[src/pie_pkg.sv]
// Package: constants and types shared by the prioritized interrupt enable block
package pie_pkg;

	////////////////////////////////////////////////////////////////////////////////
	// Sizes
	localparam int NUM_BANKS    = 4;
	localparam int BANK_W       = 2;
	localparam int SRC_PER_BANK = 8;
	localparam int NUM_SRC      = NUM_BANKS * SRC_PER_BANK;
	localparam int SRC_W        = 5;
	localparam int ADDR_W       = 8;
	localparam int DATA_W       = 32;

	////////////////////////////////////////////////////////////////////////////////
	// Register byte offsets
	localparam logic [ADDR_W-1:0] CTRL_OFF    = 8'h00;
	localparam logic [ADDR_W-1:0] EDGE_OFF    = 8'h04;
	localparam logic [ADDR_W-1:0] SHARE_OFF   = 8'h08;
	localparam logic [ADDR_W-1:0] STAT_OFF    = 8'h0c;
	localparam logic [ADDR_W-1:0] MASK_OFF    = 8'h10;
	localparam logic [ADDR_W-1:0] CORE_OFF    = 8'h14;
	localparam logic [ADDR_W-1:0] BANK_BASE   = 8'h20;
	localparam logic [ADDR_W-1:0] BANK_END    = 8'h60;
	localparam int                BANK_SHIFT  = 4;
	localparam logic [3:0]        UPPER_OFF   = 4'h0;
	localparam logic [3:0]        LOWER_OFF   = 4'h4;
	localparam logic [3:0]        REQ_OFF     = 4'h8;

	////////////////////////////////////////////////////////////////////////////////
	// Shared request lines: lines 1..7 sit in bits 7..1 of one bank
	localparam int SHARED_LINES = 7;
	localparam int SHARED_BANK  = 1;
	localparam int PORT2_LINES  = 4;
	localparam int NUM_PINS     = SHARED_LINES + PORT2_LINES;

	////////////////////////////////////////////////////////////////////////////////
	// Event status bits
	localparam int NUM_EVT      = 3;
	localparam int EVT_LATCH    = 0;
	localparam int EVT_DISMISS  = 1;
	localparam int EVT_TAKEN    = 2;

	////////////////////////////////////////////////////////////////////////////////
	// Reset values
	localparam logic [SRC_PER_BANK-1:0] ENABLE_RST = 8'h00;
	localparam logic [SRC_PER_BANK-1:0] REQ_RST    = 8'h00;
	localparam logic [SHARED_LINES-1:0] EDGE_RST   = 7'h00;
	localparam logic [SHARED_LINES-1:0] SHARE_RST  = 7'h00;
	localparam logic [NUM_EVT-1:0]      STAT_RST   = 3'h0;
	localparam logic [NUM_EVT-1:0]      MASK_RST   = 3'h0;

	////////////////////////////////////////////////////////////////////////////////
	// Types
	typedef enum logic [1:0] {
		LVL_OFF  = 2'h0,
		LVL_LOW  = 2'h1,
		LVL_NOM  = 2'h2,
		LVL_HIGH = 2'h3
	} pie_level_type;

	typedef struct packed {
		logic             valid;
		pie_level_type    level;
		logic [SRC_W-1:0] vector;
	} pie_core_irq_type;

	// Priority of one source from its upper and lower enable bits
	function automatic pie_level_type levelOf(input logic upper, input logic lower);
		pie_level_type lvl;
		lvl = LVL_OFF;
		case ({upper, lower})
			2'b01: lvl = LVL_LOW;
			2'b10: lvl = LVL_NOM;
			2'b11: lvl = LVL_HIGH;
			default: lvl = LVL_OFF;
		endcase
		return lvl;
	endfunction

endpackage

[src/pie_intc.sv]
// Top of the prioritized interrupt enable block with its APB register file
//
// Summary of operation
// RULE_01: Upper enable clear, lower enable set: source enabled at low priority.
// RULE_02: Upper enable set, lower enable clear: source enabled at nominal priority.
// RULE_03: Both enable bits set: source enabled at high priority.
// RULE_04: Both enable bits clear: source disabled, never presented to the core.
// RULE_05: Enables and requests live in banks, one bit per source, chosen by bank.
// RULE_06: Latched, enabled request with global enable raises vectored interrupt to core.
// RULE_07: Software clears a request bit to dismiss it; it is then not presented.
// RULE_08: Edge-select bit clear: pin source latches a request on a falling edge.
// RULE_09: Edge-select bit set: pin source latches a request on a rising edge.
// RULE_10: Source-select bit clear: first source drives shared line, second ignored.
// RULE_11: Source-select bit set: second source drives shared line, first ignored.
// RULE_12: Seven shared lines: four port pin pairs, three pin with comparator or detector.
// RULE_13: Every per-source bit is written independently of the other sources; here a write replaces the whole register byte at once.
`timescale 1ns/10ps
module pie_intc (
	// Clock and reset
	input  wire logic                          sys_clk,
	input  wire logic                          rst_n,
	// APB slave
	input  wire logic [pie_pkg::ADDR_W-1:0]    paddr,
	input  wire logic                          psel,
	input  wire logic                          penable,
	input  wire logic                          pwrite,
	input  wire logic [pie_pkg::DATA_W-1:0]    pwdata,
	input  wire logic [3:0]                    pstrb,
	output logic      [pie_pkg::DATA_W-1:0]    prdata,
	output logic                               pready,
	output logic                               pslverr,
	// Peripheral event pulses, same clock
	input  wire logic [pie_pkg::NUM_SRC-1:0]   periphEvt,
	input  wire logic                          comparatorAEvt,
	input  wire logic                          comparatorBEvt,
	input  wire logic                          lowVoltEvt,
	// Asynchronous port pins, lines 1..7 and 1..4
	input  wire logic [pie_pkg::SHARED_LINES-1:0] firstPortPin,
	input  wire logic [pie_pkg::PORT2_LINES-1:0]  secondPortPin,
	// Processor core
	input  wire logic                          coreAck,
	output pie_pkg::pie_core_irq_type          coreIrq,
	// Block interrupt
	output logic                               irqOut
);

	localparam int NB = pie_pkg::NUM_BANKS;
	localparam int SP = pie_pkg::SRC_PER_BANK;
	localparam int SL = pie_pkg::SHARED_LINES;
	localparam int NE = pie_pkg::NUM_EVT;

	////////////////////////////////////////////////////////////////////////////////
	// Register state
	logic [NB-1:0][SP-1:0]         upper_q, upper_d;
	logic [NB-1:0][SP-1:0]         lower_q, lower_d;
	logic [NB-1:0][SP-1:0]         req_q, req_d;
	logic                          globalEn_q, globalEn_d;
	logic [SL-1:0]                 edgePol_q, edgePol_d;
	logic [SL-1:0]                 share_q, share_d;
	logic [NE-1:0]                 stat_q, stat_d;
	logic [NE-1:0]                 mask_q, mask_d;
	logic [pie_pkg::DATA_W-1:0]    prdata_q;
	logic                          pready_q;
	logic                          pslverr_q;
	pie_pkg::pie_core_irq_type     coreIrq_q, coreIrq_d;
	logic                          irqOut_q;

	////////////////////////////////////////////////////////////////////////////////
	// Address decode
	function automatic logic inBank(input logic [pie_pkg::ADDR_W-1:0] a);
		return a >= pie_pkg::BANK_BASE && a < pie_pkg::BANK_END && a[1:0] == 2'h0 &&
			a[3:0] <= pie_pkg::REQ_OFF;
	endfunction

	function automatic logic [pie_pkg::BANK_W-1:0] bankOf(
		input logic [pie_pkg::ADDR_W-1:0] a);
		logic [pie_pkg::ADDR_W-1:0] rel;
		rel = (a - pie_pkg::BANK_BASE) >> pie_pkg::BANK_SHIFT;
		return rel[pie_pkg::BANK_W-1:0];
	endfunction

	wire                        setupSeen = psel & penable & ~pready_q;
	wire                        commit    = psel & penable & pready_q;
	wire                        wrCommit  = commit & pwrite & pstrb[0];
	wire                        bankHit   = inBank(paddr);
	wire [pie_pkg::BANK_W-1:0]  bankIdx   = bankOf(paddr);
	wire [3:0]                  regOff    = paddr[3:0];
	wire                        hitCtrl   = paddr == pie_pkg::CTRL_OFF;
	wire                        hitEdge   = paddr == pie_pkg::EDGE_OFF;
	wire                        hitShare  = paddr == pie_pkg::SHARE_OFF;
	wire                        hitStat   = paddr == pie_pkg::STAT_OFF;
	wire                        hitMask   = paddr == pie_pkg::MASK_OFF;
	wire                        hitCore   = paddr == pie_pkg::CORE_OFF;
	wire                        mapped    = hitCtrl | hitEdge | hitShare | hitStat |
		hitMask | hitCore | bankHit;
	wire [SP-1:0]               wByte     = pwdata[SP-1:0];

	////////////////////////////////////////////////////////////////////////////////
	// Read data
	wire [SP-1:0] bankByte = (regOff == pie_pkg::UPPER_OFF) ? upper_q[bankIdx] :
		(regOff == pie_pkg::LOWER_OFF) ? lower_q[bankIdx] : req_q[bankIdx]; // see RULE_05
	wire [SP-1:0] readByte =
		hitCtrl  ? {7'h00, globalEn_q} :
		hitEdge  ? {edgePol_q, 1'b0} :
		hitShare ? {share_q, 1'b0} :
		hitStat  ? {5'h00, stat_q} :
		hitMask  ? {5'h00, mask_q} :
		hitCore  ? coreIrq_q :
		bankHit  ? bankByte : 8'h00;
	wire [pie_pkg::DATA_W-1:0] readWord = {24'h000000, readByte};

	////////////////////////////////////////////////////////////////////////////////
	// Pin edges and shared lines
	logic [pie_pkg::NUM_PINS-1:0] pinHit;

	pie_pin_edge #(
		.WIDTH     (pie_pkg::NUM_PINS)
	) uPinEdge (
		.sys_clk   (sys_clk),
		.rst_n     (rst_n),
		.pinIn     ({secondPortPin, firstPortPin}),
		.risingSel ({edgePol_q[pie_pkg::PORT2_LINES-1:0], edgePol_q}),
		.edgeHit   (pinHit)
	);

	// Lines 5..7 pair a pin with comparator B, comparator A and the low-voltage detector
	wire [SL-1:0] firstSrc  = pinHit[SL-1:0];
	wire [SL-1:0] secondSrc = {lowVoltEvt, comparatorAEvt, comparatorBEvt,
		pinHit[pie_pkg::NUM_PINS-1:SL]}; // see RULE_12
	wire [SL-1:0] sharedHit = (share_q & secondSrc) | (~share_q & firstSrc); // see RULE_10 see RULE_11

	// Shared lines replace bits 7..1 of their bank; those peripheral inputs are unused
	logic [NB-1:0][SP-1:0] srcEvt;
	genvar b;
	generate
		for (b = 0; b < NB; b++) begin : gSrc
			if (b == pie_pkg::SHARED_BANK) begin : gShared
				assign srcEvt[b] = {sharedHit, periphEvt[b*SP]};
			end else begin : gPlain
				assign srcEvt[b] = periphEvt[b*SP +: SP];
			end
		end
	endgenerate

	////////////////////////////////////////////////////////////////////////////////
	// Bank register updates
	logic [NB-1:0][SP-1:0] swClr;
	logic [pie_pkg::NUM_SRC-1:0] ackClr;

	wire coreTaken = coreAck & coreIrq_q.valid;
	assign ackClr = coreTaken ? (32'h00000001 << coreIrq_q.vector) : 32'h00000000;

	generate
		for (b = 0; b < NB; b++) begin : gBank
			wire sel   = wrCommit & bankHit & (bankIdx == pie_pkg::BANK_W'(b));
			wire wrUp  = sel & (regOff == pie_pkg::UPPER_OFF);
			wire wrLo  = sel & (regOff == pie_pkg::LOWER_OFF);
			wire wrReq = sel & (regOff == pie_pkg::REQ_OFF);
			// Each bit is its own flop, so a write touches only this bank
			assign upper_d[b] = wrUp ? wByte : upper_q[b]; // see RULE_13
			assign lower_d[b] = wrLo ? wByte : lower_q[b]; // see RULE_13
			// Writing zero dismisses; writing one leaves the bit alone
			assign swClr[b]   = wrReq ? ~wByte : 8'h00; // see RULE_07
			// A new event in the clearing cycle still latches
			assign req_d[b]   = (req_q[b] & ~swClr[b] & ~ackClr[b*SP +: SP]) | srcEvt[b];
		end
	endgenerate

	////////////////////////////////////////////////////////////////////////////////
	// Control registers
	assign globalEn_d = (wrCommit & hitCtrl) ? wByte[0] : globalEn_q;
	assign edgePol_d  = (wrCommit & hitEdge) ? wByte[SP-1:1] : edgePol_q; // see RULE_13
	assign share_d    = (wrCommit & hitShare) ? wByte[SP-1:1] : share_q; // see RULE_13
	assign mask_d     = (wrCommit & hitMask) ? wByte[NE-1:0] : mask_q;

	// Event status, write one to clear, set wins over clear
	wire [NE-1:0] evt;
	assign evt[pie_pkg::EVT_LATCH]   = |(srcEvt & ~req_q);
	assign evt[pie_pkg::EVT_DISMISS] = |(swClr & req_q);
	assign evt[pie_pkg::EVT_TAKEN]   = coreTaken;
	wire [NE-1:0] statClr = (wrCommit & hitStat) ? wByte[NE-1:0] : 3'h0;
	assign stat_d = (stat_q & ~statClr) | evt;

	////////////////////////////////////////////////////////////////////////////////
	// Core request
	logic                          pickHit;
	pie_pkg::pie_level_type        pickLevel;
	logic [pie_pkg::SRC_W-1:0]     pickVector;

	pie_prio_pick #(
		.N        (pie_pkg::NUM_SRC),
		.SW       (pie_pkg::SRC_W)
	) uPick (
		.req      (req_d),
		.upper    (upper_q),
		.lower    (lower_q),
		.globalEn (globalEn_q),
		.hit      (pickHit),
		.level    (pickLevel),
		.vector   (pickVector)
	);

	// Drop the request in the acknowledge cycle so the same vector is not taken twice
	assign coreIrq_d.valid  = pickHit & ~coreTaken; // see RULE_06
	assign coreIrq_d.level  = pickLevel;
	assign coreIrq_d.vector = pickVector;

	////////////////////////////////////////////////////////////////////////////////
	// Flops
	always_ff @(posedge sys_clk) begin
		if (!rst_n) begin
			upper_q <= {NB{pie_pkg::ENABLE_RST}};
		end else begin
			upper_q <= upper_d;
		end
	end

	always_ff @(posedge sys_clk) begin
		if (!rst_n) begin
			lower_q <= {NB{pie_pkg::ENABLE_RST}};
		end else begin
			lower_q <= lower_d;
		end
	end

	always_ff @(posedge sys_clk) begin
		if (!rst_n) begin
			req_q <= {NB{pie_pkg::REQ_RST}};
		end else begin
			req_q <= req_d;
		end
	end

	// Global enable comes up off so nothing reaches the core before setup
	always_ff @(posedge sys_clk) begin
		if (!rst_n) begin
			globalEn_q <= 1'b0;
		end else begin
			globalEn_q <= globalEn_d;
		end
	end

	always_ff @(posedge sys_clk) begin
		if (!rst_n) begin
			edgePol_q <= pie_pkg::EDGE_RST;
		end else begin
			edgePol_q <= edgePol_d;
		end
	end

	always_ff @(posedge sys_clk) begin
		if (!rst_n) begin
			share_q <= pie_pkg::SHARE_RST;
		end else begin
			share_q <= share_d;
		end
	end

	always_ff @(posedge sys_clk) begin
		if (!rst_n) begin
			stat_q <= pie_pkg::STAT_RST;
		end else begin
			stat_q <= stat_d;
		end
	end

	always_ff @(posedge sys_clk) begin
		if (!rst_n) begin
			mask_q <= pie_pkg::MASK_RST;
		end else begin
			mask_q <= mask_d;
		end
	end

	always_ff @(posedge sys_clk) begin
		if (!rst_n) begin
			coreIrq_q <= '0;
		end else begin
			coreIrq_q <= coreIrq_d;
		end
	end

	// Built from next values, so the level changes on the same edge as status
	always_ff @(posedge sys_clk) begin
		if (!rst_n) begin
			irqOut_q <= 1'b0;
		end else begin
			irqOut_q <= |(stat_d & mask_d);
		end
	end

	////////////////////////////////////////////////////////////////////////////////
	// One wait state: answer registered in the first access cycle
	always_ff @(posedge sys_clk) begin
		if (!rst_n) begin
			pready_q <= 1'b0;
		end else begin
			pready_q <= setupSeen;
		end
	end

	always_ff @(posedge sys_clk) begin
		if (!rst_n) begin
			pslverr_q <= 1'b0;
		end else begin
			pslverr_q <= setupSeen & ~mapped;
		end
	end

	// Read data is zero outside the answer so a stale word never leaks
	always_ff @(posedge sys_clk) begin
		if (!rst_n) begin
			prdata_q <= '0;
		end else begin
			prdata_q <= (setupSeen & ~pwrite & mapped) ? readWord : 32'h00000000;
		end
	end

	assign prdata  = prdata_q;
	assign pready  = pready_q;
	assign pslverr = pslverr_q;
	assign coreIrq = coreIrq_q;
	assign irqOut  = irqOut_q;

endmodule

[src/pie_pin_edge.sv]
// Pin synchroniser and selectable rising or falling edge detector
`timescale 1ns/10ps
module pie_pin_edge #(
	parameter int WIDTH = 11
) (
	// Clock and reset
	input  wire logic             sys_clk,
	input  wire logic             rst_n,
	// Pins and edge choice
	input  wire logic [WIDTH-1:0] pinIn,
	input  wire logic [WIDTH-1:0] risingSel,
	// One-cycle edge pulses
	output logic      [WIDTH-1:0] edgeHit
);

	logic [WIDTH-1:0] syncA_q;
	logic [WIDTH-1:0] syncB_q;
	logic [WIDTH-1:0] prev_q;

	// Only syncB reads syncA; the detector looks at syncB and prev
	always_ff @(posedge sys_clk) begin
		if (!rst_n) begin
			syncA_q <= '0;
			syncB_q <= '0;
			prev_q  <= '0;
		end else begin
			syncA_q <= pinIn;
			syncB_q <= syncA_q;
			prev_q  <= syncB_q;
		end
	end

	genvar i;
	generate
		for (i = 0; i < WIDTH; i++) begin : gEdge
			wire rise = syncB_q[i] & ~prev_q[i];
			wire fall = ~syncB_q[i] & prev_q[i];
			assign edgeHit[i] = risingSel[i] ? rise : fall; // see RULE_08 see RULE_09
		end
	endgenerate

endmodule

[src/pie_prio_pick.sv]
// Picks the pending, enabled source of highest priority for the core
`timescale 1ns/10ps
module pie_prio_pick #(
	parameter int N  = 32,
	parameter int SW = 5
) (
	// Pending requests and enables
	input  wire logic [N-1:0]  req,
	input  wire logic [N-1:0]  upper,
	input  wire logic [N-1:0]  lower,
	input  wire logic          globalEn,
	// Chosen source
	output logic               hit,
	output pie_pkg::pie_level_type level,
	output logic [SW-1:0]      vector
);

	pie_pkg::pie_level_type srcLvl [N];

	genvar g;
	generate
		for (g = 0; g < N; g++) begin : gLvl
			assign srcLvl[g] = pie_pkg::levelOf(upper[g], lower[g]); // see RULE_01
		end
	endgenerate

	// Ties go to the lowest source number; scanning downward lets it win last
	always_comb begin
		hit    = 1'b0;
		level  = pie_pkg::LVL_OFF;
		vector = '0;
		for (int i = N - 1; i >= 0; i--) begin
			// Disabled sources never reach the core
			if (globalEn && req[i] && srcLvl[i] != pie_pkg::LVL_OFF &&
				srcLvl[i] >= level) begin // see RULE_04 see RULE_06
				hit    = 1'b1;
				level  = srcLvl[i]; // see RULE_02 see RULE_03
				vector = SW'(i);
			end
		end
	end

endmodule
[config.mk]
export PLATFORM = sky130hd
export DESIGN_NAME = pie_intc
export DESIGN_NICKNAME = d
export VERILOG_FILES = /design/src/pie_pkg.sv /design/src/pie_intc.sv /design/src/pie_pin_edge.sv /design/src/pie_prio_pick.sv
export SDC_FILE = /design/constraint.sdc
export NUM_CORES = 1
export LEC_CHECK = 0
export ABC_CLOCK_PERIOD_IN_PS = 88300
export BUFFER_PORTS_ARGS = -buffer_cell sky130_fd_sc_hd__buf_2
export CAP_MARGIN = 0
export CORE_MARGIN = 2
export CORE_UTILIZATION = 50
export CTS_CLUSTER_DIAMETER = 50
export DETAILED_ROUTE_END_ITERATION = 12
export GPL_TIMING_DRIVEN = 0
export HOLD_SLACK_MARGIN = 0.15
export PLACE_DENSITY = 0.7
export SYNTH_ARGS = -nofsm -noshare
export SYNTH_HDL_FRONTEND = slang
export SYNTH_SLANG_ARGS = --single-unit
[constraint.sdc]
create_clock -name sys_clk -period 88.3 [get_ports sys_clk]
set_input_delay 22.075 -clock sys_clk [delete_from_list [all_inputs] [get_ports sys_clk]]
set_output_delay 22.075 -clock sys_clk [all_outputs]
set_load 0.005 [all_outputs]
==> metrics.md <==
| Metric | Value |
|---|---|
| Max FO, Critical Path | 10 |
| Row count | 55 |
| First-pass GRT wire length | 67.43 mm |
| Dpl ws | 22.94 ns |
| Antenna fix cells | 0 |
| Crit-path slowest cell | a2111oi_2 |
| I/O pins | around 140 |
| Cell mode on critical path | ha_1 |
| Hold Slack | 0.4350 ns |
| Synthesized flop and latch total | 169 |
| Worst-path clk slew | 0.07 ns |
| Via count | 12010 |
| Wirelength per Cell | 25.08 um |
| Final HPWL DP | between 30 and 40 mm |
| CP required | 88.57 ns |
| Post-CTS Setup Repair Bufs | 0 |
| Final setup viols | 0 |
| Clk_lat worst skew | 0.45 ns |
| TritonCTS Sinks | roughly 170 |
| Post_cts resized | 0 |
| LEAKAGE | between 0.004 and 0.005 uW |
| Max-slew violations | 0 |
| Ys flop type | dfxtp_1 |
| FF-to-FF path depth | 203 |
| Slew @ Worst Pin | 1.233 ns |
| Vias in the first global route | 10860 |
| Fin. Hold Viols | 0 |
| CTS Buf Count | 17 |
| Rel. slew slack | 17.10% |
| Final period util | 74.46% |
| Max incr delay on CP | 1.00 ns |
| Total track usage | 37.94% |
| Share of cells above drive strength 1 | 14.03% |
| CTS Buffer Depth | 2 |
| Vias/cell | 6.508 |
| Die Span Y | 155.4 um |
| Number of distinct library cells after synthesis | 99 |
| Area delta synth->final | 12.80% |
| Syn Std Cell Area | 0.01146 mm2 |
| Peak supply drop | 0.01334 mV |
| H-tree levels | 4 |
| Clock skew | around 0.013 ns |
| Detailed Route Iter0 Violations | 1493 |
| Post-layout min period | 65.75 ns |
| Placer Congestion | 1.019 |
| Post-synth EDFFs | 0 |
| Power Density | around 14 mW/mm2 |
| Chip width | 155.4 um |
| Pre-antenna DRT Iters | 6 |
| Hold_buf cts | 0 |
| Core Region | roughly 0.023 mm2 |
| Max cap viols | 0 |
| Worst EP arrival | 66.02 ns |
| Startpoint types | input port |
| Worst Hold Depth | 1 |
| Nets | 1678 |
| Post-Place Cells | ~1800 |
| Initial antenna violation count | 0 |
| Initial Util | between 50% and 60% |
| I/O Buffers | 78 |
| Critical Path End Type | flip-flop |
| Sequential share of the synthesized area | 29.53% |
| Average size of a mapped cell | 8.022 um2 |
| Status | complete, no violations |
| Crit Path Category | in2reg |
| Sum Neg Setup Slack | 0 ns |
| Fin worst setup slack | 22.55 ns |
| Layout Cells excl Fill | 1846 |
| Routed Antenna Nets | 0 |
| Post-Synthesis Cells | 1428 |
| CTS tree | built |
| DIE AREA | roughly 0.024 mm2 |
| Async set-or-reset flop fraction in the synthesized netlist | 0% |
| Residual DRC count | 0 |
| Root Buffer | clkbuf_16 |
| Yosys warning count | 0 |
| Final wirelength | ~46 mm |
| Max Freq | 15.21 MHz |
| Hold crit path type | reg2reg |
| Largest net degree at the start of global routing | 19 |
| Grt ovf | 0 |
| RSZ-0062 raised after global routing | no |
-- per-stage QoR --
stage                     power (uW)  util (%)  instance area [um2]
after floorplan                89.48         -                11540
after global placement         96.93     54.45                12290
after detailed placement       96.93     54.45                12290
after CTS                      175.7     57.22                12920
after global routing           180.5     57.25                12920
final                          177.0     57.25                12920
-- synth_stat cells (all sizes together) (5+ instances only) --
cell     count  area, um2
or3          9      56.30
o211ai      17      132.6
a21boi       6      45.05
and3b        6      52.55
a21oi       87      442.9
nand2      117      439.2
a211o        6      52.55
o2111ai      8      70.07
inv         92      345.3
nor3        31      165.2
nor4        16      163.9
o31ai        8      60.06
clkbuf      52      195.2
a211oi      12      95.09
a31oi       28      181.4
mux2         9      105.1
o22ai       19      118.9
nand4       24      156.4
nor3b        7      52.55
nand2b      45      281.5
o21ai       36      191.4
a22oi       27      202.7
mux2i       61      610.6
nor2b       13      81.33
a221oi       9      78.83
buf         38      264.0
or2          9      56.31
ha          34      425.4
dfxtp      169       3383
nand3       51      255.2
o21a         5      38.79
and2        51      319.1
o221ai      15      148.9
a2111oi      5      56.31
mux4        24      540.5
nand3b       6      45.04
nor2       178      668.1
and3        20      125.1
-- flip-flops by register name, summed over array words and instances, names as in the netlist --
signal / count
pready: 1
upper_q: 32
req_q: 32
uPinEdge.prev_q: 11
edgePol_q: 7
share_q: 7
pslverr: 1
coreIrq: 8
prdata: 8
globalEn_q: 1
irqOut: 1
stat_q: 3
mask_q: 3
uPinEdge.syncB_q: 11
uPinEdge.syncA_q: 11
lower_q: 32
-- power breakdown --
| part | total, uW | leakage (uW) | switching, uW | internal, uW |
|---|---|---|---|---|
| logic | 16.4 | 0.00330 | 10.7 | 5.65 |
| registers | 79.6 | 0.00138 | 1.84 | 77.8 |
| clock network | 81.0 | 0.000301 | 37.5 | 43.5 |
| total | 177 | 0.00498 | 50.1 | 127 |
-- area by class of cell --
cell class	count	area (um2)
Tap cell	285	356.6
Inverter	92	345.3
Multi-Input combinational cell	1100	7361
Sequential cell	169	3383
Timing Repair Buffer	78	390.4
Fill cell	2131	9649
Clock buffer	17	425.4
Clock inverter	15	201.4
Buffer	90	459.2
-- path summary, 6_finish.rpt --
kind | start | end | slack [ns]
worst max-delay path | paddr[6] | coreIrq[3]$_SDFF_PP0_ | 22.55
worst min-delay path | uPinEdge.syncA_q[8]$_SDFF_PN0_ | uPinEdge.syncB_q[8]$_SDFF_PN0_ | 0.43
worst max register to register | coreIrq[7]$_SDFF_PN0_ | coreIrq[3]$_SDFF_PP0_ | 43.77
worst min register to register | uPinEdge.syncA_q[8]$_SDFF_PN0_ | uPinEdge.syncB_q[8]$_SDFF_PN0_ | 0.43
-- cells in the final DEF (no fill, tap or decap), drive strengths merged, types with 20 or more instances in the layout --
| master | n |
|---|---|
| o21ai | 36 |
| and3 | 20 |
| nand2b | 45 |
| nand4 | 24 |
| mux2i | 61 |
| nand3 | 51 |
| dfxtp | 169 |
| conb | 24 |
| inv | 100 |
| ha | 34 |
| nand2 | 117 |
| buf | 116 |
| nor3 | 31 |
| and2 | 51 |
| nor2 | 178 |
| clkbuf | 69 |
| mux4 | 24 |
| a22oi | 27 |
| a31oi | 28 |
| a21oi | 87 |
-- kinds of logic (layout without fill, tap and decap cells) --
group | after synthesis | after routing | share of synthesized area [%]
AND/OR/NAND/NOR | 603 | 603 | 27.25
AO/OA/AOI/OAI | 344 | 344 | 21.41
buffers and inverters | 182 | 292 | 7.023
flip-flops | 169 | 169 | 29.53
multiplexers | 94 | 94 | 10.97
adder cells (fa/ha/maj) | 34 | 34 | 3.713
other | 1 | 24 | 0.03273
XOR/XNOR | 1 | 1 | 0.07647
-- worst max-delay path: cells and delay by family --
family	cells	cell delay [ns]
AOI/OAI and AO/OA	77	19.11
buffers and inverters	12	1.48
and+or+nand+nor	77	11.99
muxes	8	3.01
adders and majority gates	31	8.24
-- per-layer routing --
layer / track usage, % / part of all wire (%)
met1: 49.67 / 40
met2: 59.65 / 43
met3: 8.162 / 11
met4: 18.22 / 5.5
met5: 0 / 0
No activity file was read; power rests on OpenSTA's default activity.
